### src/hw/micro_port_pkg.sv
// constants and types shared by the synchronous microprocessor port
// Operation
// - mode pin low: read and write strobes, ready output, clock-sampled
// - mode pin high: data strobe, read/write line, acknowledge, clock-sampled
// - mode 0: ready pulled low combinationally by chip select and strobe
// - mode 0 read: ready released at edge three for address 000, else two
// - mode 0 write: ready released at the second edge for any address
// - next write may start on the edge after completion
// - mode 1 read: acknowledge low at edge three for address 000, else two
// - mode 1 read ends and acknowledge rises when chip select sampled high
// - mode 1 write: acknowledge low at the third edge
// - mode 1 write completes, acknowledge rises, when chip select sampled high
`default_nettype none

package micro_port_pkg;

  // ==========================================================================
  // widths
  localparam int DATA_W = 8;
  localparam int ADDR_W = 3;
  localparam int LAT_W  = 2;

  // ==========================================================================
  // access states
  typedef enum logic [2:0] {
    ST_IDLE = 3'h1,
    ST_BUSY = 3'h2,
    ST_DONE = 3'h4
  } port_state_t;

  // ==========================================================================
  // addresses, modes, latencies in clock edges after the start edge
  localparam logic [ADDR_W-1:0] INTERNAL_ADDR   = 3'h0;
  localparam logic              MODE_STROBES    = 1'h0;
  localparam logic              MODE_DATASTROBE = 1'h1;
  localparam logic [LAT_W-1:0]  RD_LAT_INTERNAL = 2'h3;
  localparam logic [LAT_W-1:0]  RD_LAT_OTHER    = 2'h2;
  localparam logic [LAT_W-1:0]  WR_LAT_MODE0    = 2'h2;
  localparam logic [LAT_W-1:0]  WR_LAT_MODE1    = 2'h3;
  localparam logic [LAT_W-1:0]  LAT_LAST        = 2'h1;
  localparam logic [DATA_W-1:0] DATA_RESET      = 8'h00;
  localparam logic [ADDR_W-1:0] ADDR_RESET      = 3'h0;

endpackage

`default_nettype wire

### src/hw/sync_micro_port.sv
// clock-synchronous 8-bit microprocessor port with two handshake modes
`default_nettype none

module sync_micro_port (
  input  wire logic                            clk,
  input  wire logic                            rst_n,
  input  wire logic                            portMode,
  input  wire logic                            chipSel_n,
  input  wire logic                            dataStrobe_n,
  input  wire logic                            writeLine,
  input  wire logic [micro_port_pkg::ADDR_W-1:0] addr,
  input  wire logic [micro_port_pkg::DATA_W-1:0] dataIn,
  output logic      [micro_port_pkg::DATA_W-1:0] dataOut,
  output logic                                 dataOe_n,
  output logic                                 ready,
  output logic                                 transferAck_n,
  output logic                                 accStrobe,
  output logic                                 accWrite,
  output logic      [micro_port_pkg::ADDR_W-1:0] accAddr,
  output logic      [micro_port_pkg::DATA_W-1:0] accWrData,
  input  wire logic [micro_port_pkg::DATA_W-1:0] accRdData
);

  // ==========================================================================
  // state
  typedef struct packed {
    micro_port_pkg::port_state_t          state;
    logic                                 isWrite;
    logic [micro_port_pkg::ADDR_W-1:0]    addr;
    logic [micro_port_pkg::DATA_W-1:0]    wrData;
    logic [micro_port_pkg::DATA_W-1:0]    rdData;
    logic                                 strobe;
    logic                                 ackN;
    logic                                 oeN;
  } port_regs_t;

  port_regs_t                         st_reg;
  port_regs_t                         st_next;
  logic                               rdReq;
  logic                               wrReq;
  logic                               start;
  logic                               expired;
  logic [micro_port_pkg::LAT_W-1:0]   latency;

  // ==========================================================================
  // request decode, all sampled on clk
  always_comb begin
    if (portMode == micro_port_pkg::MODE_DATASTROBE) begin
      rdReq = !dataStrobe_n && writeLine;
      wrReq = !dataStrobe_n && !writeLine;
    end else begin
      rdReq = !dataStrobe_n;
      wrReq = !writeLine;
    end
    // the next access is accepted on any edge in idle
    start = (st_reg.state == micro_port_pkg::ST_IDLE) && !chipSel_n
            && (rdReq || wrReq);
    // both strobes low in mode 0 is a host fault; read wins
    if (!rdReq) begin
      latency = portMode ? micro_port_pkg::WR_LAT_MODE1
                         : micro_port_pkg::WR_LAT_MODE0;
    end else if (addr == micro_port_pkg::INTERNAL_ADDR) begin
      latency = micro_port_pkg::RD_LAT_INTERNAL;
    end else begin
      latency = micro_port_pkg::RD_LAT_OTHER;
    end
  end

  port_wait_counter waitCounter (
    .clk       (clk),
    .rst_n     (rst_n),
    .load      (start),
    .loadValue (latency),
    .expired   (expired)
  );

  // ==========================================================================
  // access sequencer
  always_comb begin
    st_next        = st_reg;
    st_next.strobe = 1'h0;
    unique case (st_reg.state)
      micro_port_pkg::ST_IDLE: begin
        if (start) begin
          st_next.state   = micro_port_pkg::ST_BUSY;
          st_next.isWrite = !rdReq;
          st_next.addr    = addr;
          st_next.wrData  = dataIn;
          st_next.strobe  = 1'h1;
          st_next.oeN     = !rdReq;
        end
      end
      micro_port_pkg::ST_BUSY: begin
        if (expired) begin
          st_next.state  = micro_port_pkg::ST_DONE;
          st_next.rdData = accRdData;
          st_next.ackN   = !portMode;
        end
        if (chipSel_n) begin
          st_next.oeN = 1'h1;
        end
      end
      micro_port_pkg::ST_DONE: begin
        if (chipSel_n) begin
          st_next.state = micro_port_pkg::ST_IDLE;
          st_next.ackN  = 1'h1;
          st_next.oeN   = 1'h1;
        end
      end
    endcase
  end

  always_ff @(posedge clk or negedge rst_n) begin
    if (!rst_n) begin
      st_reg.state   <= micro_port_pkg::ST_IDLE;
      st_reg.isWrite <= 1'h0;
      st_reg.addr    <= micro_port_pkg::ADDR_RESET;
      st_reg.wrData  <= micro_port_pkg::DATA_RESET;
      st_reg.rdData  <= micro_port_pkg::DATA_RESET;
      st_reg.strobe  <= 1'h0;
      st_reg.ackN    <= 1'h1;
      st_reg.oeN     <= 1'h1;
    end else begin
      st_reg <= st_next;
    end
  end

  // ==========================================================================
  // outputs
  // ready must fall without a clock edge, so it alone is gated from pins
  assign ready = portMode || chipSel_n || (dataStrobe_n && writeLine)
                 || (st_reg.state == micro_port_pkg::ST_DONE);
  assign transferAck_n = st_reg.ackN;
  assign dataOut       = st_reg.rdData;
  assign dataOe_n      = st_reg.oeN;
  assign accStrobe     = st_reg.strobe;
  assign accWrite      = st_reg.isWrite;
  assign accAddr       = st_reg.addr;
  assign accWrData     = st_reg.wrData;
endmodule // sync_micro_port

`default_nettype wire

### src/hw/port_wait_counter.sv
// down counter that times the wait of one port access
`default_nettype none

module port_wait_counter (
  input  wire logic                           clk,
  input  wire logic                           rst_n,
  input  wire logic                           load,
  input  wire logic [micro_port_pkg::LAT_W-1:0] loadValue,
  output logic                                expired
);

  typedef struct packed {
    logic [micro_port_pkg::LAT_W-1:0] count;
  } counter_state_t;

  counter_state_t cur_reg;
  counter_state_t cur_next;

  always_comb begin
    cur_next = cur_reg;
    if (load) begin
      cur_next.count = loadValue;
    end else if (cur_reg.count != '0) begin
      cur_next.count = cur_reg.count - micro_port_pkg::LAT_LAST;
    end
  end

  always_ff @(posedge clk or negedge rst_n) begin
    if (!rst_n) begin
      cur_reg <= '0;
    end else begin
      cur_reg <= cur_next;
    end
  end

  // the last count is seen on the edge that must end the wait
  assign expired = !load && (cur_reg.count == micro_port_pkg::LAT_LAST);

endmodule // port_wait_counter

`default_nettype wire

### config.mk
export PLATFORM = sky130hd
export DESIGN_NAME = sync_micro_port
export DESIGN_NICKNAME = d
export VERILOG_FILES = /design/src/hw/micro_port_pkg.sv /design/src/hw/sync_micro_port.sv /design/src/hw/port_wait_counter.sv
export SDC_FILE = /design/constraint.sdc
export NUM_CORES = 1
export LEC_CHECK = 0
export BUFFER_PORTS_ARGS = -buffer_cell sky130_fd_sc_hd__buf_2
export CORE_ASPECT_RATIO = 0.5
export CORE_UTILIZATION = 53
export DETAILED_ROUTE_END_ITERATION = 10
export HOLD_SLACK_MARGIN = 0.02
export MAX_ROUTING_LAYER = met4
export PLACE_DENSITY = 0.83
export SLEW_MARGIN = 20
export SYNTH_ARGS = -nofsm -noshare
export SYNTH_HDL_FRONTEND = slang
export SYNTH_SLANG_ARGS = --single-unit
### constraint.sdc
create_clock -name clk -period 4.3 [get_ports clk]
set_input_delay 0.43 -clock clk [delete_from_list [all_inputs] [get_ports clk]]
set_output_delay 0.43 -clock clk [all_outputs]
set_load 0.02 [all_outputs]
==> run summary <==
met2 GRT Util: 28.8%
crit path launch type: flip-flop
count of different cell masters after synthesis: 29
Num CTS Buffers: 3
clock sinks: 28
nets@finish: 170
number of flops mapped to enable cells by yosys: 0
crit path cell chain: or4b_4, nand2b_4, a32o_1, nor2_1
drt first pass iters: 4
Post-Route WL: 2.20 mm
critical path's top delay family: simple AND/OR/NAND/NOR gates
Post-CTS Setup Bufs: 0
Post-CTS Hold Buffers: 0
overall power: 0.490 mW
num ports: 49
post-synthesis net count: 139
WP buf/inv: 0
final worst slack: 2.42 ns
top area cells in the synthesized netlist: dfrtp_1 (45%), mux2_2 (13%), buf_4 (10%), dfstp_2 (5.6%), mux2_4 (4.3%)
sequential share of the synthesized area: 50.3%
crit share post-route: 43.7%
Crit-path slowest cell: dfstp_2
later-pin clock latency in the skew report: 0.27 ns
Slew Limit Fails: 0
critical path capture point type: flip-flop
fmax: 0.532 GHz
relative slew slack: 57.5%
Reg area: 704 µm²
largest net degree at the start of global routing: 29
die outline area: 0.00287 mm²
gpl congestion: 0.777
post-cts resize count: 0
CTS root buffer: clkbuf_8
post-layout util: 67.0%
Tmin final: 1.88 ns
number of global-route vias before repair: 773
share of cells above drive strength 1: 54.9%
antenna viol nets, final: 0
HPWL Detailed: 1.64 mm
status: finished clean
Final Hold Fails: 0
Synth area leader: dfrtp_1
final setup vio count: 0
cell with the most instances after synthesis: dfrtp_1
Synth Flop Type: dfrtp_1
DR vias/cell: 4.86
LEAKAGE: 0.874 nW
Tightest Hold Check Type: in2async
CP max FO: 18
diodes inserted: 0
DRC Markers: 0
total number of vias: 861
multi-input logic area: 505 µm²
critical setup path kind: reg2reg
chip height: 38.4 µm
warnings from Yosys: 0
Peak VDD IR: 0.220 mV
initial antenna violation count: 0
dpl ws: 2.44 ns
Area Overhead vs Synth: 12.8%
top cells by count, synth: dfrtp_1 (25), buf_4 (19), mux2_2 (16)
H-tree depth: 1
Initial Utilization: 59.4%
Layout Skew: 0.000706 ns
Synth top area share: 44.6%
GRT busiest layer: met2
wire per inst: 12.4 µm
FFs w/ async S/R, synth: 100%
FP Rows: 12
power per cell area: 310 mW/mm²
CTS tree: done
GRT Total Usage: 17.1%
Die W: 74.7 µm
gate count of the mapped netlist: 112
CP arrival: 2.09 ns
CP Data Required Time: 4.51 ns
Largest stage delay, worst path: 0.63 ns
Worst Max-Slew Pin Slew: 0.635 ns
Port Buffers: 48
post-route setup TNS: 0 ns
gr ovfl total: 0
Fill cells: 201
Max Root-Sink Buffers: 2
clk slew on worst S/H paths: 0.09 ns
syn avg cell area: 12.5 µm²
Synth Cell Area: 0.00140 mm²
RSZ-0062 raised after global routing: no
number of max-cap violations: 0
Initial DRC Count: 15
Yosys reg bits: 28
M1 GR Usage: 20.9%
first-pass GRT wire length: 3.39 mm
core area: 0.00236 mm²
met3 usage: 5.53%
-- routing by layer --
metal | up-vias | share of wire (%)
met5 | - | 0
li1 | 430 | -
met4 | 0 | 0
met2 | 27 | 46
met3 | 0 | 4.8
met1 | 404 | 49
-- worst paths after layout --
kind,start,to,slack (ns),cells past startpoint
min in group clk,portMode,transferAck_n,0.37,2
max reg2reg,st_reg[23],dataOe_n,2.42,4
max,st_reg[23],dataOe_n,2.42,4
max in group asynchronous,rst_n,accWrData[1],3.76,1
min,rst_n,accAddr[2],0.15,1
min reg2reg,accWrData[4],accWrData[4],0.51,1
-- metrics by stage --
| step | hold slack, ns | area [µm²] | cells |
|---|---|---|---|
| after floorplan | 0.134 | 1400 | 112 |
| after global placement | 0.474 | 1510 | 173 |
| after detailed placement | 0.475 | 1510 | 173 |
| after CTS | 0.172 | 1580 | 177 |
| after global routing | 0.192 | 1580 | 177 |
| final | 0.149 | 1580 | 177 |
-- cells by family (layout without fill, tap and decap cells) --
kind of cell | count (synthesis) | in the layout | share of synthesized area [%]
mux | 20 | 20 | 17.1
simple gates | 21 | 21 | 10.3
fa+ha+maj | 2 | 2 | 1.79
flops | 28 | 28 | 50.3
buf+inv | 26 | 56 | 13.7
compound gates | 14 | 14 | 6.25
xor+xnor | 1 | 1 | 0.625
-- cells in the final DEF, fill, tap and decap left out, drive strengths merged, types with 3 or more instances in the layout --
cell type,netlist,final
inv,4,4
nand3b,4,4
nor2,4,4
nand2b,3,3
a21oi,5,5
dfrtp,25,25
buf,22,48
o21ai,3,3
mux2,20,20
clkbuf,0,3
dfstp,3,3
-- power breakdown --
part           leakage [nW]  total, mW  internal, mW  switching [mW]
Sequential            0.381      0.265         0.264        0.000400
Combinational         0.458     0.0234       0.00996          0.0134
Clock                0.0357      0.202         0.125          0.0778
-- layout make-up --
| class | count | share of cell area (%) |
|---|---|---|
| clock buffer | 3 | 2.61 |
| clock inverter | 1 | 1.90 |
| inverter | 4 | 0.950 |
| multi-input combinational | 58 | 32.0 |
| sequential | 28 | 44.6 |
| tap | 35 | 2.77 |
| timing repair buffer | 48 | 15.2 |
-- worst reg2reg max path: cells and delay by family (launching register included) --
family | cells | cell delay (ns)
simple gates | 3 | 0.88
flops | 1 | 0.63
compound gates | 1 | 0.32
Note: power is estimated with default switching activity, not from simulation.
